`src/inc/halt_pkg.sv`:
```
// package for the halt standby controller
// shared constants, register map and carrier structs
package halt_pkg;
    // apb register map (byte addresses)
    localparam logic [11:0] ADDR_CTRL = 12'h000;
    localparam logic [11:0] ADDR_STATUS = 12'h004;
    localparam logic [11:0] ADDR_PERIPH = 12'h008;
    // ctrl register fields
    localparam int CTRL_RING_STOP_BIT = 0;
    localparam int CTRL_PORT_HOLD_BIT = 1;
    localparam logic [31:0] CTRL_RESET = 32'h0000_0000;
    // status register fields
    localparam int STAT_HALTED_BIT = 0;
    localparam int STAT_SRC_RING_BIT = 1;
    localparam int STAT_WAKE_VEC_BIT = 2;
    localparam int STAT_WDT_RUN_BIT = 3;
    localparam int STAT_RING_RUN_BIT = 4;
    localparam int STAT_WAKES_LSB = 8;
    // peripheral run-permission bit positions
    localparam int PERM_TMR16 = 0;
    localparam int PERM_TMR50 = 1;
    localparam int PERM_TMRH_A = 2;
    localparam int PERM_TMRH_B = 3;
    localparam int PERM_ASYNC = 4;
    localparam int PERM_CSI = 5;
    localparam int PERM_ADC = 6;
    localparam int PERM_ALWAYS = 7;
    localparam int NUM_PERM = 8;
    // release waits in cpu clocks (first and last allowed figure)
    localparam logic [3:0] WAIT_VEC_MIN = 4'h8;
    localparam logic [3:0] WAIT_VEC_MAX = 4'h9;
    localparam logic [3:0] WAIT_NOVEC_MIN = 4'h2;
    localparam logic [3:0] WAIT_NOVEC_MAX = 4'h3;
    localparam int CPU_DIV_W = 4;
    localparam int WAKE_CNT_W = 8;
    localparam int PORT_W = 8;

    // peripheral clock selections as reported by the peripherals
    typedef struct packed {
        logic tmr50CountsExtPin;
        logic tmr50Running;
        logic tmrhACountsTmr50;
        logic tmrhBCountsRingDiv128;
        logic asyncACountsTmr50;
        logic asyncBCountsTmr50;
        logic csiExtClock;
    } periph_sel_t;

    typedef enum logic [1:0] {
        ST_RUN = 2'b00,
        ST_HALT = 2'b01,
        ST_WAIT = 2'b10
    } halt_state_t;
endpackage : halt_pkg

```
`src/rtl/halt_standby_control.sv`:
```
// halt standby controller: cpu clock gating, wake sequencing, peripheral permissions
// assumes cpu core and interrupt controller share mclk; apb slave for control/status
//
// Functional notes
// - halt instruction strobe enters the halt state
// - entry accepted from crystal or ring oscillator cpu clock
// - halted: cpu clock gated, oscillators keep running
// - port output latches keep their pre-halt value
// - ring halt: timer h_a ok only counting running timer50 output
// - ring halt: timer h_b ok only on ring clock divided by 128
// - ring halt: timer50 ok only counting its external pin
// - ring halt: both async channels ok only on running timer50 output
// - ring halt: clocked serial ok only with external clock
// - any unmasked interrupt request ends halt, restoring cpu clock
// - interrupts enabled on release: vectored servicing
// - interrupts disabled on release: next instruction, no vectoring
// - vectored release waits 8 or 9 cpu clocks
// - non-vectored release waits 2 or 3 cpu clocks
// - build option: ring oscillator always on or software stoppable
// - external reset ends halt with normal reset from reset vector
`timescale 1ns/100ps
module halt_standby_control #(
    parameter bit RING_STOPPABLE = 1'b0
) (
    input wire logic mclk,
    input wire logic rst_n,
    // apb slave
    input wire logic psel,
    input wire logic penable,
    input wire logic pwrite,
    input wire logic [11:0] paddr,
    input wire logic [31:0] pwdata,
    output logic [31:0] prdata,
    output logic pready,
    output logic pslverr,
    // cpu core side
    input wire logic haltInstr,
    input wire logic cpuOnRing,
    input wire logic [halt_pkg::CPU_DIV_W-1:0] cpuDivRatio,
    input wire logic portWrStb,
    input wire logic [halt_pkg::PORT_W-1:0] portWrData,
    output logic cpuTick,
    output logic cpuResume,
    output logic cpuVector,
    output logic cpuResetVector,
    // interrupt controller side
    input wire logic irqPending,
    input wire logic irqEnable,
    // peripheral side
    input wire halt_pkg::periph_sel_t periphSel,
    output logic [halt_pkg::NUM_PERM-1:0] periphRunOk,
    output logic ringOscRun,
    output logic wdtRun,
    output logic [halt_pkg::PORT_W-1:0] portOut
);
    halt_pkg::halt_state_t state_ff;
    halt_pkg::halt_state_t nxt_state;
    logic srcRing_ff;
    logic vec_ff;
    logic [3:0] wait_ff;
    logic [3:0] nxt_wait;
    logic resume_ff;
    logic vector_ff;
    logic rstVec_ff;
    logic [31:0] ctrl_ff;
    logic [halt_pkg::WAKE_CNT_W-1:0] wakes_ff;
    logic [31:0] rdata_ff;

    // apb decode
    wire apbAccess = psel & penable;
    wire hitCtrl = (paddr == halt_pkg::ADDR_CTRL);
    wire hitStatus = (paddr == halt_pkg::ADDR_STATUS);
    wire hitPeriph = (paddr == halt_pkg::ADDR_PERIPH);
    wire hitAny = hitCtrl | hitStatus | hitPeriph;
    wire wrCtrl = apbAccess & pwrite & hitCtrl;

    // ring oscillator control
    wire ringStopReq = ctrl_ff[halt_pkg::CTRL_RING_STOP_BIT] & RING_STOPPABLE;
    wire ringRunning = ~ringStopReq;

    wire halted = (state_ff == halt_pkg::ST_HALT);
    wire waiting = (state_ff == halt_pkg::ST_WAIT);
    wire wakeReq = halted & irqPending;
    wire waitDone = waiting & cpuTick & (wait_ff == 4'h1);

    // state sequencing
    always_comb
    begin
        nxt_state = state_ff;
        nxt_wait = wait_ff;
        unique case (state_ff)
            halt_pkg::ST_RUN:
            begin
                if (haltInstr)
                    nxt_state = halt_pkg::ST_HALT;
            end
            halt_pkg::ST_HALT:
            begin
                if (wakeReq)
                begin
                    nxt_state = halt_pkg::ST_WAIT;
                    // vectored path waits longer; fixed at the low figure of each pair
                    nxt_wait = irqEnable ? halt_pkg::WAIT_VEC_MIN : halt_pkg::WAIT_NOVEC_MIN;
                end
            end
            halt_pkg::ST_WAIT:
            begin
                if (cpuTick)
                    nxt_wait = wait_ff - 4'h1;
                if (waitDone)
                    nxt_state = halt_pkg::ST_RUN;
            end
            default:
                nxt_state = halt_pkg::ST_RUN;
        endcase
    end

    // reset returns to run and flags reset-vector start
    always_ff @(posedge mclk or negedge rst_n)
    begin
        if (!rst_n)
        begin
            state_ff <= halt_pkg::ST_RUN;
            wait_ff <= 4'h0;
            rstVec_ff <= 1'b1;
        end
        else
        begin
            state_ff <= nxt_state;
            wait_ff <= nxt_wait;
            rstVec_ff <= 1'b0;
        end
    end

    // capture clock source and wake kind
    always_ff @(posedge mclk or negedge rst_n)
    begin
        if (!rst_n)
        begin
            srcRing_ff <= 1'b0;
            vec_ff <= 1'b0;
        end
        else
        begin
            if (state_ff == halt_pkg::ST_RUN && haltInstr)
                srcRing_ff <= cpuOnRing;
            if (wakeReq)
                vec_ff <= irqEnable;
        end
    end

    // one-cycle resume / vector pulses to the core
    always_ff @(posedge mclk or negedge rst_n)
    begin
        if (!rst_n)
        begin
            resume_ff <= 1'b0;
            vector_ff <= 1'b0;
        end
        else
        begin
            resume_ff <= waitDone;
            vector_ff <= waitDone & vec_ff;
        end
    end

    // wake counter, saturating
    always_ff @(posedge mclk or negedge rst_n)
    begin
        if (!rst_n)
            wakes_ff <= '0;
        else if (wakeReq && wakes_ff != '1)
            wakes_ff <= wakes_ff + 1'b1;
    end

    // control register
    always_ff @(posedge mclk or negedge rst_n)
    begin
        if (!rst_n)
            ctrl_ff <= halt_pkg::CTRL_RESET;
        else if (wrCtrl)
            ctrl_ff <= {30'h0, pwdata[1:0]};
    end

    // cpu clock gated only while halted; ticks run again during the release wait
    cpu_clock_divider u_div (
        .mclk(mclk),
        .rst_n(rst_n),
        .divRatio(cpuDivRatio),
        .gateOff(halted),
        .cpuTick(cpuTick)
    );

    // port latches frozen through halt
    port_latch_hold u_port (
        .mclk(mclk),
        .rst_n(rst_n),
        .freeze(halted | (ctrl_ff[halt_pkg::CTRL_PORT_HOLD_BIT] & waiting)),
        .wrStb(portWrStb),
        .wrData(portWrData),
        .portOut(portOut)
    );

    // peripheral run permission: crystal halt lets all run; ring halt restricts
    wire ringHalt = (halted | waiting) & srcRing_ff;
    wire t50Run = periphSel.tmr50Running;
    wire okTmrhA = periphSel.tmrhACountsTmr50 & t50Run;
    wire okTmrhB = periphSel.tmrhBCountsRingDiv128;
    wire okTmr50 = periphSel.tmr50CountsExtPin;
    wire okAsync = periphSel.asyncACountsTmr50 & periphSel.asyncBCountsTmr50 & t50Run;
    wire okCsi = periphSel.csiExtClock;
    wire [halt_pkg::NUM_PERM-1:0] ringPerm;

    assign ringPerm[halt_pkg::PERM_TMR16] = 1'b0;
    assign ringPerm[halt_pkg::PERM_TMR50] = okTmr50;
    assign ringPerm[halt_pkg::PERM_TMRH_A] = okTmrhA;
    assign ringPerm[halt_pkg::PERM_TMRH_B] = okTmrhB;
    assign ringPerm[halt_pkg::PERM_ASYNC] = okAsync;
    assign ringPerm[halt_pkg::PERM_CSI] = okCsi;
    assign ringPerm[halt_pkg::PERM_ADC] = 1'b0;
    assign ringPerm[halt_pkg::PERM_ALWAYS] = 1'b1;

    assign periphRunOk = ringHalt ? ringPerm : {halt_pkg::NUM_PERM{1'b1}};
    assign ringOscRun = ringRunning;
    assign wdtRun = ringRunning;

    // apb read mux
    wire [31:0] statusWord = {16'h0, wakes_ff, 3'h0, ringRunning, ringRunning,
                              vec_ff, srcRing_ff, halted | waiting};
    wire [31:0] rdMux = hitCtrl ? ctrl_ff :
                        hitStatus ? statusWord :
                        hitPeriph ? {24'h0, periphRunOk} : 32'h0;

    always_ff @(posedge mclk or negedge rst_n)
    begin
        if (!rst_n)
            rdata_ff <= 32'h0;
        else if (psel && !penable && !pwrite)
            rdata_ff <= rdMux;
    end

    assign prdata = rdata_ff;
    assign pready = 1'b1;
    assign pslverr = apbAccess & ~hitAny;
    assign cpuResume = resume_ff;
    assign cpuVector = vector_ff;
    assign cpuResetVector = rstVec_ff;
endmodule : halt_standby_control

```
`src/rtl/cpu_clock_divider.sv`:
```
// cpu clock enable divider with halt gating
// assumes mclk is the selected system source; gate driven by the sequencer
`timescale 1ns/100ps
module cpu_clock_divider (
    input wire logic mclk,
    input wire logic rst_n,
    input wire logic [halt_pkg::CPU_DIV_W-1:0] divRatio,
    input wire logic gateOff,
    output logic cpuTick
);
    logic [halt_pkg::CPU_DIV_W-1:0] cnt_ff;
    logic [halt_pkg::CPU_DIV_W-1:0] nxt_cnt;
    logic tick_ff;
    wire wrap = (cnt_ff >= divRatio);

    assign nxt_cnt = wrap ? '0 : cnt_ff + 1'b1;

    always_ff @(posedge mclk or negedge rst_n)
    begin
        if (!rst_n)
        begin
            cnt_ff <= '0;
            tick_ff <= 1'b0;
        end
        else
        begin
            cnt_ff <= nxt_cnt;
            tick_ff <= wrap & ~gateOff;
        end
    end

    assign cpuTick = tick_ff;
endmodule : cpu_clock_divider

```
`src/rtl/port_latch_hold.sv`:
```
// port output latches frozen while halted
// assumes cpu writes arrive as a strobe with data
`timescale 1ns/100ps
module port_latch_hold (
    input wire logic mclk,
    input wire logic rst_n,
    input wire logic freeze,
    input wire logic wrStb,
    input wire logic [halt_pkg::PORT_W-1:0] wrData,
    output logic [halt_pkg::PORT_W-1:0] portOut
);
    logic [halt_pkg::PORT_W-1:0] latch_ff;
    wire take = wrStb & ~freeze;

    always_ff @(posedge mclk or negedge rst_n)
    begin
        if (!rst_n)
            latch_ff <= '0;
        else if (take)
            latch_ff <= wrData;
    end

    assign portOut = latch_ff;
endmodule : port_latch_hold

```
`config.mk`:
```
export PLATFORM = sky130hd
export DESIGN_NAME = halt_standby_control
export DESIGN_NICKNAME = d
export VERILOG_FILES = /design/src/inc/halt_pkg.sv /design/src/rtl/halt_standby_control.sv /design/src/rtl/cpu_clock_divider.sv /design/src/rtl/port_latch_hold.sv
export SDC_FILE = /design/constraint.sdc
export NUM_CORES = 1
export LEC_CHECK = 0
export BUFFER_PORTS_ARGS = -buffer_cell sky130_fd_sc_hd__buf_2
export CAP_MARGIN = 10
export CORE_MARGIN = 2
export CORE_UTILIZATION = 46
export DETAILED_ROUTE_END_ITERATION = 16
export PLACE_DENSITY = 0.79
export SETUP_SLACK_MARGIN = 0.5
export SYNTH_ARGS = -nofsm -noshare
export SYNTH_HDL_FRONTEND = slang
export SYNTH_SLANG_ARGS = --single-unit
```
`constraint.sdc`:
```
create_clock -name mclk -period 2.9 [get_ports mclk]
set_input_delay 0.58 -clock mclk [delete_from_list [all_inputs] [get_ports mclk]]
set_output_delay 0.58 -clock mclk [all_outputs]
set_load 0.005 [all_outputs]
```
Yosys cells after proc, flatten, opt, wreduce, memory -nomap -nowiden
Cells that the tools add are included.
Widths: inputs -> output; s select.
- magnitude comparators: 1
- shift operators: 0
- bitwise gates (word level): 22
- div/mod/pow operators: 0
- add/subtract/negate cells: 3
- reductions and logical operators: 11
- muxes and demuxes: 13
- multiply operators: 0
- equal/unequal tests: 10
- operators by type and width (operator ; number):
    $mux 16 ; 2
    $mux 4 ; 4
    $and 1x1->1 ; 15
    $eq 12x3->1 const B ; 1
    $eq 12x4->1 const B ; 1
    $logic_not 12->1 ; 1
    $add 8x1->8 const B ; 1
    $mux 8 ; 1
    $ne 8x8->1 const B ; 1
    $pmux 4 s2 ; 1
    $mux 7 ; 1
    $mux 2 ; 3
    $ne 2x1->1 const B ; 3
    $pmux 2 s3 ; 1
    $reduce_and 3->1 ; 2
    $add 4x1->4 const B ; 1
    $eq 4x1->1 const B ; 1
    $ge 4x4->1 ; 1
    $logic_and 1x1->1 ; 4
    $or 1x1->1 ; 4
    $sub 4x1->4 const B ; 1
    $not 1->1 ; 3
    $eq 2x1->1 const B ; 1
    $eq 2x2->1 const B ; 1
    other kinds (4) ; 5
- bits in read-only memories: 0
- RAM bits: 0
- bits of input ports: 73
- latch bits: 0
- logic and storage cells: 73
- memories kept: 0
- bits in registers: 66

Logic depth before layout (Yosys ltp)
Gate-level depths: netlist of the first run.
- word-level depth: 7
- mapped depth: 7

By module
A second synthesis of the first run with hierarchy kept.
- cell total of the unflattened synthesis: 249
- area, all modules: 2652.5 sq um
- by module, submodules not included (module ; cells each ; area each (sq um) ; instances):
    halt_standby_control ; 205 ; 2021.9 ; 1
    port_latch_hold ; 18 ; 345.3 ; 1
    cpu_clock_divider ; 26 ; 285.3 ; 1

Least setup slack after synthesis of the first run
OpenSTA, ideal clock, no wires.
- path kind: in2out
- from: input paddr[7]
- to: output pslverr
- slack: 283 ps
- stages on the path: 5
- arrival: 2037 ps
- path buffers: 1
- required time: 2320 ps
- path through: or4_4 or4_4 buf_6 a21o_1 and3_1
- word-level cells in the longest chain between the ends: 5
- RTL lines (item ; RTL line ; text):
    from (decl) ; halt_standby_control.sv:31 ; input wire logic [11:0] paddr,
    $eq 12x3->1 / $logic_not 12->1 (equally long branches) ; halt_standby_control.sv:72, halt_standby_control.sv:71 ;
    $or 1x1->1 ; halt_standby_control.sv:74 ; wire hitAny = hitCtrl | hitStatus | hitPeriph;
    $or 1x1->1 (*) ; halt_standby_control.sv:74 ;
    $not 1->1 (*) ; halt_standby_control.sv:244 ; assign pslverr = apbAccess & ~hitAny;
    $and 1x1->1 (*) ; halt_standby_control.sv:244 ;
    to (decl) ; halt_standby_control.sv:35 ; output logic pslverr,
Mark *: on every way between the ends. The rest lies on a longest branch, timed or not.

Worst setup path in the final report of the first run
- from: input paddr[8]
- to: output pslverr
The elaborated chain is that of the path after synthesis.

==> flow_metrics.env, run 1 <==
export IMPL_min_period_over_period_pct=92.6
export IMPL_clkTransAtPathRegs_ps=90
export IMPL_die_w_um=79.2
export IMPL_power_switching_uw=811
export IMPL_timing_critical_path_buf_inv=2
export IMPL_tightest_slew_ps=625
export IMPL_fin_nets=408
export IMPL_worstPathRequired_ps=2320
export IMPL_num_rows=27
export IMPL_path_cells="buf_6 -> or4_4 -> or4_4 -> a21o_1 -> and3_1 -> buf_2"
export IMPL_hold_slack_ps=384
export IMPL_stdcell_count=395
export IMPL_die_area_um2=6270
export IMPL_clockPowerShare_pct=17.6
export IMPL_antenna_cells=0
export IMPL_combPwrFrac_pct=37.7
export IMPL_syn_area_per_cell_um2=10.8
export IMPL_grt_pass1_vias=1806
export IMPL_hold_class="input pin to asynchronous set/reset pin"
export IMPL_rr_worst_depth=6
export IMPL_critPathMaxStageDelay_ps=530
export IMPL_synth_area_mux_share_pct=6.35
export IMPL_syn_to_final_growth_pct=19.7
export IMPL_drc_errors=0
export IMPL_fp_dieH_um=79.2
export IMPL_clock_sinks=50
export IMPL_p_int_uw=1450
export IMPL_cp_top_family="simple AND/OR/NAND/NOR gates"
export IMPL_hold_buffers=0
export IMPL_slew_violations=0
export IMPL_p_per_area_nw_per_um2=726
export IMPL_syn_inst=241
export IMPL_r2r_end="wakes_ff[5]$_DFFE_PN0P_"
export IMPL_crit_path_top_delay_cell="or4_4"
export IMPL_cts_tree="done"
export IMPL_clk_latency_ps=300
export IMPL_start_util_pct=47.5
export IMPL_synth_adder_area_share_pct=6.25
export IMPL_crit_top_cell="or4_4"
export IMPL_finalWeightedCongestion=0.790
export IMPL_worstPathArrival_ps=2100
export IMPL_antenna_left=0
export IMPL_drv_cap=0
export IMPL_hold_viol=0
export IMPL_rsz0062_at_grt="true"
export IMPL_grt_max_degree=51
export IMPL_skew_ps=11.9
export IMPL_ys_flop_type="dfrtp_1"
export IMPL_regToRegStartpoint="state_ff[1]$_DFFE_PN0P_"
export IMPL_grt_overflow_total=0
export IMPL_firstDrtPassIters=4
export IMPL_drive_above_1_share_pct=35.9
export IMPL_async_flop_share_pct=100
export IMPL_ys_ff_latch=50
export IMPL_core_um2=5470
export IMPL_synth_top_family_by_area="compound AO/OA/AOI/OAI gates"
export IMPL_grt_pass1_wl_um=8050
export IMPL_status="completed"
export IMPL_initialDrtViolationCount=115
export IMPL_finalSetupViolations=0
export IMPL_finalCriticalPeriod_ps=2680
export IMPL_grt_total_usage_pct=16.2
export IMPL_hpwl_um=3840
export IMPL_pwr_share_seq_pct=44.7
export IMPL_critPathMaxFanout=2
export IMPL_slew_headroom_pct=58.4
export IMPL_drt_total_wl_um=5200
export IMPL_sw_frac_of_total_pct=35.9
export IMPL_placed_cells=386
export IMPL_critPathLaunchType="input pin"
export IMPL_synth_compound_area_share_pct=13.0
export IMPL_criticalPathCategory="input pin to output port"
export IMPL_max_freq_mhz=373
export IMPL_avgViaCountPerCell=5.04
export IMPL_synth_distinct_cells=47
export IMPL_yosys_area_share_simple_pct=12.8
export IMPL_io_pins=129
export IMPL_cp_end_kind="output port"
export IMPL_cts_buffers=5
export IMPL_clock_root_buffer="clkbuf_8"
export IMPL_ctsHtreeMaxLevel=2
export IMPL_p_leak_uw=0.00161
export IMPL_wl_per_cell_um=13.2
export IMPL_synth_edf_count=0
export IMPL_seq_area_frac_synth_pct=48.1
export IMPL_synth_xor_area_share_pct=3.03
export IMPL_ff2ff_setup_slack_ps=1020
export IMPL_p_total_uw=2260
export IMPL_routed_via_count=1992
export IMPL_clock_path_buffers=2
export IMPL_ir_worst_vdd_mv=0.353
export IMPL_synth_warnings=0
export IMPL_finalSetupTns_ps=0
export IMPL_syn_area_um2=2600
export IMPL_antenna_found_initial=0
export IMPL_io_buffers=78
layout make-up:
cell class	instances	area (um^2)
clock inverter	2	13.8
inverter	19	71.3
clock buffer	6	72.6
tap	72	90.1
multi-input combinational	163	1180
timing repair buffer	83	434
sequential	50	1250
fill	511	2360
flip-flops by register name (all words and copies together) (netlist names):
name            flops
cpuResetVector      1
cpuResume           1
cpuVector           1
ctrl_ff             2
prdata             16
srcRing_ff          1
state_ff            2
u_div.cnt_ff        4
u_div.cpuTick       1
u_port.portOut      8
vec_ff              1
wait_ff             4
wakes_ff            8
how the worst max path moves through the flow:
stage / start / to / slack [ps] / cells after the start
5_1_grt: paddr[8] / pslverr / 190 / 6
3_3_place_gp: paddr[7] / pslverr / 170 / 6
6_report: paddr[8] / pslverr / 220 / 6
4_1_cts: paddr[8] / pslverr / 230 / 6
2_1_floorplan: paddr[7] / pslverr / 290 / 5
3_5_place_dp: paddr[7] / pslverr / 180 / 6
synthesized netlist by cell type, drive strengths merged (6+ instances only):
cell	n	area [um^2]
dfrtp	49	1230
buf	22	169
inv	19	71.3
nand2	18	67.6
ha	13	163
mux2	12	135
a22o	9	78.8
o21ai	8	40.0
a21oi	7	35.0
clkbuf	6	22.5
nor2	6	22.5
nor3	6	30.0
xnor2	6	52.6
power groups by stage:
stage	Clock, uW	Combinational [uW]	Sequential (uW)
final	398	851	1010
after global routing	434	960	1040
after CTS	411	845	1010
after detailed placement	0	841	1020
after global placement	0	814	1010
after floorplan	0	617	988
per-layer routing:
layer | global-route usage, % | part of all wire (%) | wire (um)
met5 | 0 | 0 | 0
met4 | 4.14 | 0.52 | 27
met3 | 3.18 | 4.3 | 222
met2 | 30.3 | 53 | 2750
met1 | 19.0 | 42 | 2200
metrics by stage:
step	setup slack, ps	util, %	instance area [um^2]
after floorplan	285	-	2670
after global placement	175	54.7	2990
after detailed placement	181	54.7	2990
after CTS	230	56.5	3090
after global routing	191	56.9	3110
final	216	56.9	3110
timing repair:
action                                  in CTS  in global routing
endpoints found under the setup margin       1                  5
hold endpoints to repair                     0                  0
setup buffers                                1                  0
pin swaps                                    2                  0
gates resized for setup                      1                  4
worst reg2reg max path, stage by stage, from the launching register on:
cell and delay, ps:
dfrtp_1 400, inv_1 130, ha_1 340, nand4_1 150
a311oi_1 460, nand3_1 160, xnor2_1 140
kinds of logic after synthesis:
| group | Yosys count |
|---|---|
| adders and majority gates | 13 |
| and+or+nand+nor | 58 |
| AOI/OAI and AO/OA | 47 |
| DFF | 50 |
| other | 2 |
| xor gates and xnor gates | 9 |
| muxes | 15 |
| buffers and inverters | 47 |
cells in the final DEF (no fill, tap or decap), drive strengths merged, types with 2 or more instances in the layout:
| cell | instances |
|---|---|
| o31ai | 3 |
| nand4 | 2 |
| a21o | 5 |
| or4 | 5 |
| nor2 | 6 |
| a21oi | 7 |
| nand3b | 2 |
| clkinv | 2 |
| xnor2 | 6 |
| nand2b | 2 |
| buf | 83 |
| inv | 19 |
| o21ai | 8 |
| a211oi | 5 |
| nor2b | 3 |
| conb | 21 |
| mux2i | 3 |
| nand2 | 18 |
| nand3 | 5 |
| a22o | 9 |
| nor3 | 6 |
| nor4 | 3 |
| ha | 13 |
| dfrtp | 49 |
| xor2 | 3 |
| clkbuf | 6 |
| mux2 | 12 |
Power figures use the tool's default switching activity.
==> run 2: changes to the inputs <==
--- a/config.mk
+++ b/config.mk
@@ -10,7 +10,8 @@
 export CORE_MARGIN = 2
 export CORE_UTILIZATION = 46
 export DETAILED_ROUTE_END_ITERATION = 16
-export PLACE_DENSITY = 0.79
+export GPL_TIMING_DRIVEN = 0
+export PLACE_DENSITY = 0.91
 export SETUP_SLACK_MARGIN = 0.5
 export SYNTH_ARGS = -nofsm -noshare
 export SYNTH_HDL_FRONTEND = slang
==> flow_metrics.env, run 2 (same netlist as run 1, synthesis figures left out) <==
export IMPL_status="completed"
export IMPL_max_freq_mhz=361
export IMPL_slew_headroom_pct=38.6
export IMPL_grt_overflow_total=0
export IMPL_cts_buffers=5
export IMPL_grt_total_usage_pct=17.7
export IMPL_endpoint="pslverr"
export IMPL_grt_max_degree=51
export IMPL_drc_errors=0
export IMPL_ctsHtreeMaxLevel=2
export IMPL_clock_root_buffer="clkbuf_8"
export IMPL_antenna_left=0
export IMPL_criticalPathCategory="input pin to output port"
export IMPL_io_pins=129
export IMPL_r2r_end="u_port.portOut[2]$_DFFE_PN0P_"
export IMPL_die_area_um2=6270
export IMPL_rsz0062_at_grt="true"
export IMPL_antenna_cells=0
export IMPL_finalSetupTns_ps=0
export IMPL_largest_reg_flops=16
export IMPL_firstDrtPassIters=5
export IMPL_grt_pass1_wl_um=8870
export IMPL_critPathMaxStageDelay_ps=520
export IMPL_io_buffers=76
export IMPL_routed_via_count=2074
export IMPL_finalCriticalPeriod_ps=2770
export IMPL_clkTransAtPathRegs_ps=90
export IMPL_cp_end_kind="output port"
export IMPL_wl_per_cell_um=12.8
export IMPL_avgViaCountPerCell=4.95
export IMPL_initialDrtViolationCount=104
export IMPL_clock_sinks=50
export IMPL_antenna_found_initial=0
export IMPL_start_util_pct=47.5
export IMPL_rr_worst_depth=5
export IMPL_drive_above_1_share_pct=39.5
export IMPL_cts_tree="done"
export IMPL_regArea_um2=1250
export IMPL_tightest_slew_ps=914
export IMPL_core_um2=5470
export IMPL_p_leak_uw=0.00172
export IMPL_clk_latency_ps=300
export IMPL_hpwl_um=4100
export IMPL_p_total_uw=2330
export IMPL_fin_nets=432
export IMPL_hold_buffers=0
export IMPL_num_rows=27
export IMPL_worstPathRequired_ps=2320
export IMPL_fp_dieH_um=79.2
export IMPL_path_cells="buf_6 -> or4_4 -> or4_4 -> buf_6 -> a21o_1 -> and3_1 -> buf_2"
export IMPL_crit_path_start="paddr[8]"
export IMPL_ir_worst_vdd_mv=0.314
export IMPL_clock_path_buffers=2
export IMPL_critPathLaunchType="input pin"
export IMPL_final_cell_mix="75 x buf_2, 49 x dfrtp_1, 23 x buf_4"
export IMPL_finalWeightedCongestion=0.772
export IMPL_critPathMaxFanout=2
export IMPL_crit_path_top_delay_cell="or4_4"
export IMPL_drt_total_wl_um=5360
export IMPL_finalSetupViolations=0
export IMPL_ff2ff_setup_slack_ps=880
export IMPL_p_per_area_nw_per_um2=705
export IMPL_multiInputGateArea_um2=1180
export IMPL_slew_violations=0
export IMPL_die_w_um=79.2
export IMPL_nFillCells=452
export IMPL_hold_class="input pin to asynchronous set/reset pin"
export IMPL_skew_ps=8.11
export IMPL_worstPathArrival_ps=2190
export IMPL_hold_viol=0
export IMPL_min_period_over_period_pct=95.5
export IMPL_regToRegStartpoint="state_ff[1]$_DFFE_PN0P_"
export IMPL_syn_to_final_growth_pct=26.9
export IMPL_grt_pass1_vias=2021
export IMPL_drv_cap=0
export IMPL_final_common_cell="buf_2"
==> run 2: power by group <==
part	leakage (uW)	internal, uW	switching, uW
combinational	0.00102	445	463
sequential	0.000651	864	137
clock	0.0000472	192	224
==> run 2: worst min path at each step <==
stage / from / end / slack, ps / depth (start not counted)
2_1_floorplan: rst_n / cpuResume$_DFF_PN0_ / 280 / 0
3_3_place_gp: prdata[7]$_DFFE_PN0P_ / prdata[7]$_DFFE_PN0P_ / 450 / 2
3_5_place_dp: prdata[1]$_DFFE_PN0P_ / prdata[1]$_DFFE_PN0P_ / 470 / 2
4_1_cts: prdata[5]$_DFFE_PN0P_ / prdata[5]$_DFFE_PN0P_ / 490 / 2
5_1_grt: rst_n / u_port.portOut[7]$_DFFE_PN0P_ / 210 / 1
6_report: rst_n / prdata[15]$_DFFE_PN0P_ / 190 / 1
==> run 2: stage by stage <==
step | cells | util, % | cell area (um^2) | worst slack (ps) | hold WS (ps)
floorplan | 260 | - | 2670 | 285 | 284
global placement | 408 | 57.4 | 3140 | 58.2 | 448
detailed placement | 408 | 57.4 | 3140 | 47.6 | 469
CTS | 418 | 59.7 | 3270 | 130 | 490
global route | 419 | 60.3 | 3300 | 98.5 | 205
finish | 419 | 60.3 | 3300 | 130 | 186
==> run 2: what timing repair did <==
item,in CTS,in global routing
buffers inserted,2,0
pin swaps,2,0
setup endpoints to repair,10,8
resized for setup,3,3
==> run 2: layout make-up <==
class / instances / area share, %
clock inverter: 2 / 0.379
clock buffer: 6 / 2.50
buffer: 28 / 5.80
timing repair buffer: 79 / 12.8
tap: 72 / 2.73
sequential: 50 / 37.9
multi-input combinational: 163 / 35.7
inverter: 19 / 2.16
==> run 2: critical path, delay by kind of cell <==
| kind | cells | cell delay (ps) |
|---|---|---|
| simple gates | 3 | 1140 |
| buf+inv | 3 | 340 |
| compound gates | 1 | 130 |
==> run 2: routing by layer <==
layer / vias up / share of wire [%] / GRT usage (%)
li1: 1014 / - / -
met1: 992 / 40 / 20.2
met2: 60 / 53 / 32.9
met3: 8 / 5.9 / 4.09
met4: 0 / 1.1 / 4.83
met5: - / 0 / 0
